[src/zpc_pkg.sv]
package zpc_pkg;
   // geometry of the trace set
   localparam int NUM_TRACES = 4;
   localparam int BASE_TRACES = 2;
   localparam int VAL_W = 18;
   // magnification limits
   localparam logic signed [VAL_W-1:0] FACTOR_MIN = 18'sh00001;
   localparam logic signed [VAL_W-1:0] FACTOR_MAX_LOW = 18'sh000C8;
   localparam logic signed [VAL_W-1:0] FACTOR_MAX_FULL = 18'sh003E8;
   // position in steps of a hundredth of a division
   localparam int POS_STEPS_PER_DIV = 100;
   localparam int POS_DIV_MIN = 0;
   localparam int POS_DIV_MAX = 10;
   localparam logic signed [VAL_W-1:0] POS_MIN =
      VAL_W'(POS_DIV_MIN * POS_STEPS_PER_DIV);
   localparam logic signed [VAL_W-1:0] POS_MAX =
      VAL_W'(POS_DIV_MAX * POS_STEPS_PER_DIV);
   // segment limits
   localparam logic signed [VAL_W-1:0] SEG_MIN = 18'sh00001;
   localparam logic signed [VAL_W-1:0] SEG_MAX = 18'sh000C8;
   // reset values of the trace state
   localparam logic signed [VAL_W-1:0] FACTOR_RST = 18'sh00001;
   localparam logic signed [VAL_W-1:0] POS_RST = 18'sh001F4;
   localparam logic signed [VAL_W-1:0] SEG_RST = 18'sh00001;
   // position of the out-of-range flag in the status byte
   localparam int STATUS_VOR_BIT = 2;
   // request kinds
   localparam logic KIND_FACTOR = 1'b0;
   localparam logic KIND_POSITION = 1'b1;
   // sequencer states
   typedef enum logic [0:0] {ST_IDLE, ST_EXEC} zpc_state_t;
endpackage : zpc_pkg

[src/zpc_ctrl.sv]
// Behaviour
// - out-of-range factor becomes nearest legal factor
// - factor range 1-200 low models, else 1-1000
// - multi zoom writes factor to every existing trace
// - multi zoom reduces factor to fit all sources
// - illegal factor raises value-out-of-range flag
// - factor query returns applied trace factor
// - zone centre accepted only within divisions 0-10
// - sequence sources keep one zone centre, that of the shown segment
// - multi zoom adds position difference to all existing traces
// - position difference shrunk to keep traces on screen
// - multi zoom adds segment difference to all sequence sources when the addressed source is a sequence
// - segment difference shrunk to stay within counts
// - illegal position raises value-out-of-range flag
// - position command carries segment 1-200
// - segment used only for sequence sources
// - position answer carries segment only if sequence
// - division suffix does not change value
// - position query returns zone centre position
`timescale 1ns/1ps
`default_nettype none
module zpc_ctrl
   import zpc_pkg::*;
#(
   parameter int TRACES = NUM_TRACES
)
(
   input wire logic CLOCK,
   input wire logic NRST,
   input wire logic CMD_VALID,
   output logic CMD_READY,
   input wire logic CMD_IS_QUERY,
   input wire logic CMD_KIND,
   input wire logic [1:0] CMD_TRACE,
   input wire logic [15:0] CMD_VALUE,
   input wire logic [7:0] CMD_SEGMENT,
   input wire logic CMD_HAS_SUFFIX,
   input wire logic MULTI_ZOOM,
   input wire logic LOW_RANGE_MODEL,
   input wire logic FOUR_CHANNEL,
   input wire logic [TRACES*16-1:0] SRC_MAX_FACTOR,
   input wire logic [TRACES-1:0] SRC_SEQUENCE,
   input wire logic [TRACES*8-1:0] SRC_SEG_COUNT,
   input wire logic FLAG_CLEAR,
   output logic RSP_VALID,
   output logic [15:0] RSP_VALUE,
   output logic [7:0] RSP_SEGMENT,
   output logic RSP_HAS_SEGMENT,
   output logic VALUE_OUT_OF_RANGE_FLAG,
   output logic [TRACES*16-1:0] TRACE_FACTOR,
   output logic [TRACES*16-1:0] TRACE_POSITION,
   output logic [TRACES*8-1:0] TRACE_SEGMENT
);
   typedef logic signed [VAL_W-1:0] zpc_val_t;

   // usable segment top of a source: count limited to 1..200
   function automatic zpc_val_t seg_top(input logic [7:0] cnt);
      zpc_val_t c;
      c = zpc_val_t'({10'h000, cnt});
      if (c > SEG_MAX)
         c = SEG_MAX;
      if (c < SEG_MIN)
         c = SEG_MIN;
      return c;
   endfunction : seg_top

   zpc_state_t state_ff, nxt_state;
   logic query_ff, nxt_query;
   logic kind_ff, nxt_kind;
   logic [1:0] trace_ff, nxt_trace;
   zpc_val_t value_ff, nxt_value;
   zpc_val_t segreq_ff, nxt_segreq;
   logic rsp_valid_ff, nxt_rsp_valid;
   logic [15:0] rsp_value_ff, nxt_rsp_value;
   logic [7:0] rsp_seg_ff, nxt_rsp_seg;
   logic rsp_hasseg_ff, nxt_rsp_hasseg;
   logic vor_ff, nxt_vor;
   zpc_val_t factor_ff [TRACES];
   zpc_val_t nxt_factor [TRACES];
   zpc_val_t pos_ff [TRACES];
   zpc_val_t nxt_pos [TRACES];
   zpc_val_t seg_ff [TRACES];
   zpc_val_t nxt_seg [TRACES];

   logic [TRACES-1:0] exists;
   logic [TRACES-1:0] affected;
   zpc_val_t factor_hi, f_legal, f_cap, f_final;
   logic f_oor;
   zpc_val_t p_legal, p_diff, p_lo, p_hi, p_step;
   logic p_oor;
   zpc_val_t s_top, s_legal, s_diff, s_lo, s_hi, s_step;
   logic s_oor;
   logic seq_addr;
   logic vor_set;

   // traces three and four exist only on four-channel units
   always_comb
   begin
      for (int i = 0; i < TRACES; i++)
      begin
         exists[i] = (i < BASE_TRACES) || FOUR_CHANNEL;
         affected[i] = exists[i] &&
            (MULTI_ZOOM || (trace_ff == 2'(i)));
      end
   end

   // factor legal range and source capacity
   assign factor_hi = LOW_RANGE_MODEL ? FACTOR_MAX_LOW
                                      : FACTOR_MAX_FULL;
   zpc_clamp u_factor_clamp (
      .val(value_ff),
      .lo(FACTOR_MIN),
      .hi(factor_hi),
      .res(f_legal),
      .oor(f_oor)
   );
   always_comb
   begin
      f_cap = factor_hi;
      for (int i = 0; i < TRACES; i++)
      begin
         if (affected[i] &&
             zpc_val_t'({2'b00, SRC_MAX_FACTOR[i*16 +: 16]}) < f_cap)
            f_cap = zpc_val_t'({2'b00, SRC_MAX_FACTOR[i*16 +: 16]});
      end
      if (f_cap < FACTOR_MIN)
         f_cap = FACTOR_MIN;
      f_final = (f_legal > f_cap) ? f_cap : f_legal;
   end

   // position limited to the screen, then shifted as one difference
   zpc_clamp u_pos_clamp (
      .val(value_ff),
      .lo(POS_MIN),
      .hi(POS_MAX),
      .res(p_legal),
      .oor(p_oor)
   );
   always_comb
   begin
      p_diff = p_legal - pos_ff[trace_ff];
      p_lo = POS_MIN - POS_MAX;
      p_hi = POS_MAX - POS_MIN;
      for (int i = 0; i < TRACES; i++)
      begin
         if (affected[i] && (POS_MIN - pos_ff[i]) > p_lo)
            p_lo = POS_MIN - pos_ff[i];
         if (affected[i] && (POS_MAX - pos_ff[i]) < p_hi)
            p_hi = POS_MAX - pos_ff[i];
      end
   end
   zpc_clamp u_pdiff_clamp (
      .val(p_diff),
      .lo(p_lo),
      .hi(p_hi),
      .res(p_step),
      .oor()
   );

   // segment limited to the addressed source, then shifted together
   assign seq_addr = SRC_SEQUENCE[trace_ff];
   assign s_top = seg_top(SRC_SEG_COUNT[trace_ff*8 +: 8]);
   assign s_oor = (segreq_ff < SEG_MIN) || (segreq_ff > SEG_MAX);
   zpc_clamp u_seg_clamp (
      .val(segreq_ff),
      .lo(SEG_MIN),
      .hi(s_top),
      .res(s_legal),
      .oor()
   );
   always_comb
   begin
      s_diff = s_legal - seg_ff[trace_ff];
      s_lo = SEG_MIN - SEG_MAX;
      s_hi = SEG_MAX - SEG_MIN;
      for (int i = 0; i < TRACES; i++)
      begin
         if (affected[i] && SRC_SEQUENCE[i] &&
             (SEG_MIN - seg_ff[i]) > s_lo)
            s_lo = SEG_MIN - seg_ff[i];
         if (affected[i] && SRC_SEQUENCE[i] &&
             (seg_top(SRC_SEG_COUNT[i*8 +: 8]) - seg_ff[i]) < s_hi)
            s_hi = seg_top(SRC_SEG_COUNT[i*8 +: 8]) - seg_ff[i];
      end
   end
   zpc_clamp u_sdiff_clamp (
      .val(s_diff),
      .lo(s_lo),
      .hi(s_hi),
      .res(s_step),
      .oor()
   );

   assign CMD_READY = (state_ff == ST_IDLE);

   // sequencer, request capture and answers
   always_comb
   begin
      nxt_state = state_ff;
      nxt_query = query_ff;
      nxt_kind = kind_ff;
      nxt_trace = trace_ff;
      nxt_value = value_ff;
      nxt_segreq = segreq_ff;
      nxt_rsp_valid = 1'b0;
      nxt_rsp_value = rsp_value_ff;
      nxt_rsp_seg = rsp_seg_ff;
      nxt_rsp_hasseg = rsp_hasseg_ff;
      vor_set = 1'b0;
      case (state_ff)
         ST_IDLE:
         begin
            if (CMD_VALID)
            begin
               nxt_query = CMD_IS_QUERY;
               nxt_kind = CMD_KIND;
               nxt_trace = CMD_TRACE;
               // suffix flag never enters the value path
               if (CMD_KIND == KIND_FACTOR)
                  nxt_value = zpc_val_t'({2'b00, CMD_VALUE});
               else
                  nxt_value = zpc_val_t'({{2{CMD_VALUE[15]}},
                                          CMD_VALUE});
               nxt_segreq = zpc_val_t'({10'h000, CMD_SEGMENT});
               nxt_state = ST_EXEC;
            end
         end
         ST_EXEC:
         begin
            nxt_rsp_valid = 1'b1;
            nxt_state = ST_IDLE;
            if (query_ff && kind_ff == KIND_FACTOR)
            begin
               nxt_rsp_value = factor_ff[trace_ff][15:0];
               nxt_rsp_seg = 8'h00;
               nxt_rsp_hasseg = 1'b0;
            end
            else if (query_ff)
            begin
               nxt_rsp_value = pos_ff[trace_ff][15:0];
               nxt_rsp_seg = seq_addr ? seg_ff[trace_ff][7:0]
                                      : 8'h00;
               nxt_rsp_hasseg = seq_addr;
            end
            else if (kind_ff == KIND_FACTOR)
               vor_set = f_oor;
            else
               vor_set = p_oor || (seq_addr && s_oor);
         end
         default:
            nxt_state = ST_IDLE;
      endcase
      // a set arriving with a clear wins
      nxt_vor = vor_set || (vor_ff && !FLAG_CLEAR);
   end

   // trace settings update on commands
   always_comb
   begin
      for (int i = 0; i < TRACES; i++)
      begin
         nxt_factor[i] = factor_ff[i];
         nxt_pos[i] = pos_ff[i];
         nxt_seg[i] = seg_ff[i];
         if (state_ff == ST_EXEC && !query_ff && affected[i])
         begin
            if (kind_ff == KIND_FACTOR)
               nxt_factor[i] = f_final;
            else
            begin
               // one centre per trace, that of the shown segment
               nxt_pos[i] = pos_ff[i] + p_step;
               if (seq_addr && SRC_SEQUENCE[i])
                  nxt_seg[i] = seg_ff[i] + s_step;
            end
         end
      end
   end

   // state registers
   always_ff @(posedge CLOCK or negedge NRST)
   begin
      if (!NRST)
      begin
         state_ff <= ST_IDLE;
         query_ff <= 1'b0;
         kind_ff <= KIND_FACTOR;
         trace_ff <= 2'h0;
         value_ff <= '0;
         segreq_ff <= '0;
         rsp_valid_ff <= 1'b0;
         rsp_value_ff <= 16'h0000;
         rsp_seg_ff <= 8'h00;
         rsp_hasseg_ff <= 1'b0;
         vor_ff <= 1'b0;
         for (int i = 0; i < TRACES; i++)
         begin
            factor_ff[i] <= FACTOR_RST;
            pos_ff[i] <= POS_RST;
            seg_ff[i] <= SEG_RST;
         end
      end
      else
      begin
         state_ff <= nxt_state;
         query_ff <= nxt_query;
         kind_ff <= nxt_kind;
         trace_ff <= nxt_trace;
         value_ff <= nxt_value;
         segreq_ff <= nxt_segreq;
         rsp_valid_ff <= nxt_rsp_valid;
         rsp_value_ff <= nxt_rsp_value;
         rsp_seg_ff <= nxt_rsp_seg;
         rsp_hasseg_ff <= nxt_rsp_hasseg;
         vor_ff <= nxt_vor;
         for (int i = 0; i < TRACES; i++)
         begin
            factor_ff[i] <= nxt_factor[i];
            pos_ff[i] <= nxt_pos[i];
            seg_ff[i] <= nxt_seg[i];
         end
      end
   end

   // outputs
   assign RSP_VALID = rsp_valid_ff;
   assign RSP_VALUE = rsp_value_ff;
   assign RSP_SEGMENT = rsp_seg_ff;
   assign RSP_HAS_SEGMENT = rsp_hasseg_ff;
   assign VALUE_OUT_OF_RANGE_FLAG = vor_ff;
   genvar g;
   generate
      for (g = 0; g < TRACES; g++)
      begin : g_out
         assign TRACE_FACTOR[g*16 +: 16] = factor_ff[g][15:0];
         assign TRACE_POSITION[g*16 +: 16] = pos_ff[g][15:0];
         assign TRACE_SEGMENT[g*8 +: 8] = seg_ff[g][7:0];
      end
   endgenerate
endmodule : zpc_ctrl
`default_nettype wire

[src/zpc_clamp.sv]
`timescale 1ns/1ps
`default_nettype none
module zpc_clamp
   import zpc_pkg::*;
#(
   parameter int W = VAL_W
)
(
   input wire logic signed [W-1:0] val,
   input wire logic signed [W-1:0] lo,
   input wire logic signed [W-1:0] hi,
   output logic signed [W-1:0] res,
   output logic oor
);
   // limit to the nearest bound and report whether it was needed
   assign oor = (val < lo) || (val > hi);
   assign res = (val < lo) ? lo : ((val > hi) ? hi : val);
endmodule : zpc_clamp
`default_nettype wire

[config.mk]
export PLATFORM = sky130hd
export DESIGN_NAME = zpc_ctrl
export DESIGN_NICKNAME = d
export VERILOG_FILES = /design/src/zpc_pkg.sv /design/src/zpc_ctrl.sv /design/src/zpc_clamp.sv
export SDC_FILE = /design/constraint.sdc
export NUM_CORES = 2
export LEC_CHECK = 0
export BUFFER_PORTS_ARGS = -buffer_cell sky130_fd_sc_hd__clkbuf_2
export CAP_MARGIN = 20
export CORE_UTILIZATION = 52
export DETAILED_ROUTE_END_ITERATION = 10
export GPL_TIMING_DRIVEN = 0
export MAX_ROUTING_LAYER = met4
export PLACE_DENSITY = 0.85
export SLEW_MARGIN = 20
export SYNTH_ARGS = -nofsm -noshare
export SYNTH_HDL_FRONTEND = slang
export SYNTH_HIERARCHICAL = 1
export SYNTH_SLANG_ARGS = --single-unit
[constraint.sdc]
create_clock -name CLOCK -period 13.8 [get_ports CLOCK]
set_clock_uncertainty 0.1 [all_clocks]
set_input_delay 2.07 -clock CLOCK [delete_from_list [all_inputs] [get_ports CLOCK]]
set_output_delay 2.07 -clock CLOCK [all_outputs]
set_load 0.1 [all_outputs]
* Word-level counts from Yosys, hierarchy flattened
Index checks and enable logic that the tools add are counted.
** Word-level totals
- Input bits :: 136
- Register bits after elaboration :: 274
- Logic and storage cells :: 255
- Output and inout bits :: 188
** Cells by class
- Shift operators :: 1
- Bitwise operators :: 3
- Add/subtract/negate cells :: 30
- Muxes and demuxes :: 81
- Reductions and logical operators :: 65
- Order comparisons :: 49
- Equality and inequality tests :: 3
** Operators by type and width (count)
- $mux 18 :: 53
- $lt 18x2->1 const B :: 11
- $sub 18x18->18 :: 10
- $gt 18x18->1 :: 9
- $add 18x18->18 :: 8
- $lt 18x18->1 :: 8
- $bmux 18 s2 :: 3
- $mux 16 :: 5
- $sub 1x18->18 const A :: 4
- $sub 11x18->18 const A :: 4
- $sub 2x18->18 const A :: 4
- $mux 8 :: 8
- $lt 17x18->1 :: 3
- $gt 8x8->1 const B :: 6
- $logic_and 1x1->1 :: 38
- $gt 18x11->1 const B :: 2
- $shiftx 32x6->8 :: 1
- $reduce_and 2->1 :: 10
- $gt 18x11->1 :: 1
- $gt 18x9->1 const B :: 1
- $gt 9x18->1 :: 1
- $lt 18x1->1 const B :: 1
- $lt 18x11->1 const B :: 1
- $lt 18x9->1 const B :: 1
- 17 further kinds :: 39

* Logic depth before layout (Yosys ltp)
- Depth in word-level cells :: 41
- Depth in mapped cells :: 87
- Mapped depth without buffers :: 79

* Cells and area by module
The synthesis kept the hierarchy.
** By module, submodules not included
- zpc_ctrl :: cells each 4551, sequential area each 6671.4 sq um, instances 1, area each 36218.5 sq um
- zpc_clamp :: cells each 214, sequential area each 0.0 sq um, instances 5, area each 1423.9 sq um

* Worst setup path before layout
No wires, ideal clock.
- Kind :: input to register
- Start :: input port SRC_SEG_COUNT[0]
- End :: register seg_ff[35] in the netlist's numbering
- Path buffers :: 7
- Required time :: 13.621 ns
- Path slack :: -3.390 ns
- Data arrival time :: 17.010 ns
- Stages on the path :: 81
- Setup time :: 0.079 ns
- Cells stage by stage :: o31ai_1 > a21oi_1 > nand2b_1 > inv_1 > ha_1 > nor2b_1 > o21ai_0 > a21oi_1 > o211ai_1 > a2111oi_1 > xnor2_1 > and2_1 > buf_1 > inv_1 > o21ai_1 > clkbuf_1 > or3b_2 > ha_1 > (+45 left out) > o2bb2ai_1 > clkbuf_1 > o21ai_0 > a31oi_1 > ha_1 > a21o_1 > a21oi_1 > o21ai_0 > a21oi_1 > o21ai_0 > a21oi_1 > o21ai_0 > a2111oi_0 > o31ai_1 > o211a_1 > o21a_1 > nor3_1 > xor2_1
** Between the ends
- Cells in the longest elaborated chain, start to end :: 21
- Elaborated cells between the ends (all ways) :: 36
- Those cells by class :: add/sub: 4; order compare: 12; shift: 1; mux: 15; reduce/logical: 4
** RTL lines
- start, declared :: line zpc_ctrl.sv:43 : input wire logic [TRACES*8-1:0] SRC_SEG_COUNT,
- $gt 8x8->1 :: line zpc_ctrl.sv:60 : if (c > SEG_MAX)
- $mux 8 (*) :: line zpc_ctrl.sv:60
- $lt 18x2->1 or $mux 18 (tied branches) :: line zpc_ctrl.sv:62, zpc_ctrl.sv:181
- $mux 18 or $lt 18x2->1 (tied branches) :: line zpc_ctrl.sv:62 : if (c < SEG_MIN)
- $sub 18x18->18 or $mux 18 (tied branches) :: line zpc_ctrl.sv:182, zpc_ctrl.sv:62
- $lt 18x9->1 or $mux 18 (tied branches) :: line zpc_ctrl.sv:182, zpc_ctrl.sv:181
- $logic_and 1x1->1 or $sub 18x18->18 (tied branches) :: line zpc_ctrl.sv:181, zpc_ctrl.sv:183
- $mux 18 (*) :: line zpc_ctrl.sv:181 : if (affected[i] && SRC_SEQUENCE[i] &&
- (+6 left out)
- $lt 18x18->1 :: line zpc_ctrl.sv:182 : (seg_top(SRC_SEG_COUNT[i*8 +: 8]) - seg_ff[i]) < s_hi)
- $logic_and 1x1->1 :: line zpc_ctrl.sv:181
- $mux 18 (*) :: line zpc_ctrl.sv:181
- net s_hi[13] :: line zpc_ctrl.sv:91 : zpc_val_t s_top, s_legal, s_diff, s_lo, s_hi, s_step;
- $gt 18x18->1 (*)
- $mux 18 (*) (2 in series) :: line zpc_clamp.sv:17 : assign res = (val < lo) ? lo : ((val > hi) ? hi : val);
- net s_step[1] :: line zpc_ctrl.sv:91
- $add 18x18->18 (*) :: line zpc_ctrl.sv:274 : nxt_seg[i] = seg_ff[i] + s_step;
- end signal, assigned by index :: line zpc_ctrl.sv:320 : seg_ff[i] <= nxt_seg[i];
- end, declared :: line zpc_ctrl.sv:82 : zpc_val_t seg_ff [TRACES];
The timed path passes the listed nets; every way through them passes the cells marked *. The select of a mux whose other input is x is not followed.
A chain may end at the register's enable or synchronous reset.

* Final worst setup path
- Start :: input port SRC_SEG_COUNT[7]
- End :: register seg_ff[16] in the netlist's numbering
Same word-level chain as after synthesis.

==> run summary <==
largest net degree at the start of global routing - 93
setup_tns - -188280 ps
Most Frequent Cell on Critical Path - a21o_1
final core utilization - 0.673
worst-margin pin slew - 1210 ps
global-route wire length before repair - 262000 um
area of the mapped netlist - 43300 um2
# port buffers - 320
H-tree Lvls - 2
Cells after Synth - 5618
worst reg2reg path endpoint - seg_ff[32]$_DFFE_PN0P_
Final Hold Fails - 0
Initial DRC Count - 5988
post-route cell area - 55400 um2
Max clock buf depth - 3
Starting Density - 0.527
Worst-Skew Late Latency - 600 ps
Startpoint Class - input port
Crit path largest cell delay - 750 ps
via/cell ratio - 6.41
R2R setup slack - -2920 ps
worst r2r src - TRACE_SEGMENT[1]$_DFFE_PN0P_
cts hold-fix bufs - 0
failing checks - setup timing
Die H - 291 um
Vias - 48569
synth warn - 6
Hold Crit Class - flop to flop
HPWL after DPL - 133000 um
FP Rows - 105
RSZ-0062 raised after global routing - true
drt drc - 0
initial antenna violation count - 6
Final #Nets - 7277
IO Count - 324
cell area after placement - 47900 um2
r2r worst-path depth - 79
Final min period - 16970 ps
synthesis-to-layout area growth - 27.8%
slowest cell on the critical path - a31oi_1
relative max-transition margin - 0.183
fin crit share - 1.23
hold path start - RSP_VALUE[12]$_DFFE_PN0P_
# fillers - 6357
total gr overflow - 0
GR Util All Layers - 0.410
Num CTS Buffers - 36
Post-Syn Area per Cell - 7.71 um2
final count of negative-setup-slack endpoints - 112
Critical Path End Type - flop
wire length per cell - 23.8 um
Inst Count DP - 7201
crit-path max FO - 10
root buffer cell - clkbuf_16
layout cells sized above 1 - 0.265
CTS tree - done
Routed WL - 181000 um
fmax - 0.0589 GHz
outcome - finished with violations
Antenna Nets Post-Route - 0
Final Worst Setup Slack - -3170 ps
Final GP Congestion - 1.08
Sink Count - 265
FF/Latch Area - 6680 um2
Cell Count, Final, Fillers Out - 7578
Die Wd - 291 um
Worst Hold Path EP - RSP_VALUE[12]$_DFFE_PN0P_
Worst Hold Path Cells - 2
core area - 82200 um2
vias in the first global route - 45792
crit path kind - input port to flop
clock-pin slew on the worst setup and hold paths - 60 ps
maximum capacitance violations - 0
die area - 84500 um2
First-pass DRT Iterations - 6
Critical Path RT - 14210 ps
worst path arrival time - 17390 ps
max-slew violation count - 0
Multi-input gate area - 37300 um2
## cell usage in the layout (no fill, tap or decap), types with 33 or more instances in the layout
master,instances
a21o_1,128
a21oi_1,218
a21oi_2,70
a31oi_1,77
and2_1,36
buf_4,328
buf_6,78
clkbuf_1,157
clkbuf_16,38
clkbuf_2,325
conb_1,189
dfrtp_1,229
ha_1,582
ha_4,66
inv_1,560
mux2_2,84
mux2i_1,109
mux4_2,61
nand2_1,505
nand2b_1,57
nand3_1,71
nand4_1,85
nor2_1,262
nor2b_1,67
nor3_1,189
nor4_1,43
o21a_1,50
o21ai_0,308
o21ai_1,112
o21ai_2,75
o31ai_1,34
or2_2,33
or3_1,107
xnor2_1,160
xor2_1,127
## how the worst max path moves through the flow
| stage | startpoint | to | slack (ps) | depth (start not counted) |
|---|---|---|---|---|
| after floorplan | SRC_SEG_COUNT[5] | seg_ff[15]$_DFFE_PN0P_ | -1950 | 79 |
| after global placement | MULTI_ZOOM | seg_ff[52]$_DFFE_PN0P_ | -4940 | 75 |
| after detailed placement | MULTI_ZOOM | seg_ff[16]$_DFFE_PN0P_ | -5110 | 71 |
| after global routing | SRC_SEG_COUNT[7] | seg_ff[50]$_DFFE_PN0P_ | -3610 | 89 |
| after CTS | SRC_SEG_COUNT[1] | seg_ff[32]$_DFFE_PN0P_ | -2560 | 83 |
| final | SRC_SEG_COUNT[7] | seg_ff[16]$_DFFE_PN0P_ | -3170 | 82 |
## flip-flops by register name, summed over array words and instances (netlist names)
register                 flops
RSP_HAS_SEGMENT              1
TRACE_POSITION              64
kind_ff                      1
query_ff                     1
RSP_SEGMENT                  8
TRACE_FACTOR                64
RSP_VALID                    1
segreq_ff                    8
VALUE_OUT_OF_RANGE_FLAG      1
pos_ff                       8
RSP_VALUE                   16
state_ff                     1
TRACE_SEGMENT               32
seg_ff                      40
trace_ff                     2
value_ff                    17
## layout make-up
class                           count  share of cell area
Timing Repair Buffer              637              0.0836
Clock buffer                       56              0.0187
Sequential cell                   265               0.121
Buffer                            341              0.0365
Tap cell                         1070              0.0242
Clock inverter                     10             0.00244
Antenna cell                        5            0.000226
Multi-Input combinational cell   4603               0.673
Inverter                          591              0.0403
## stage by stage
| step | setup WS [ps] | hold slack, ps |
|---|---|---|
| floorplan | -1950 | 327 |
| global placement | -4940 | 364 |
| detailed placement | -5110 | 369 |
| CTS | -2560 | 382 |
| global route | -3610 | 405 |
| finish | -3170 | 380 |
## routing by layer
metal / wire (um) / GRT usage / part of all wire
met5: 0 / - / 0
met4: 15900 / 0.288 / 0.088
met3: 18700 / 0.0679 / 0.10
met2: 78500 / 0.626 / 0.43
met1: 67500 / 0.492 / 0.37
## worst max-delay path: cells and delay by family
| family | cells | cell delay, ps |
|---|---|---|
| AO/OA/AOI/OAI | 44 | 7770 |
| adder cells (fa/ha/maj) | 7 | 1910 |
| buffers and inverters | 13 | 1980 |
| multiplexers | 2 | 550 |
| AND/OR/NAND/NOR | 16 | 3060 |
## timing repair
item                       CTS  global route
pin swaps                  324           291
setup buffers              313           129
resized for setup          471           383
cloned                       2             0
setup endpoints to repair  144           190
Power is not shown: default switching activity piles up to over one toggle a cycle in this logic, so the estimate is an artifact.
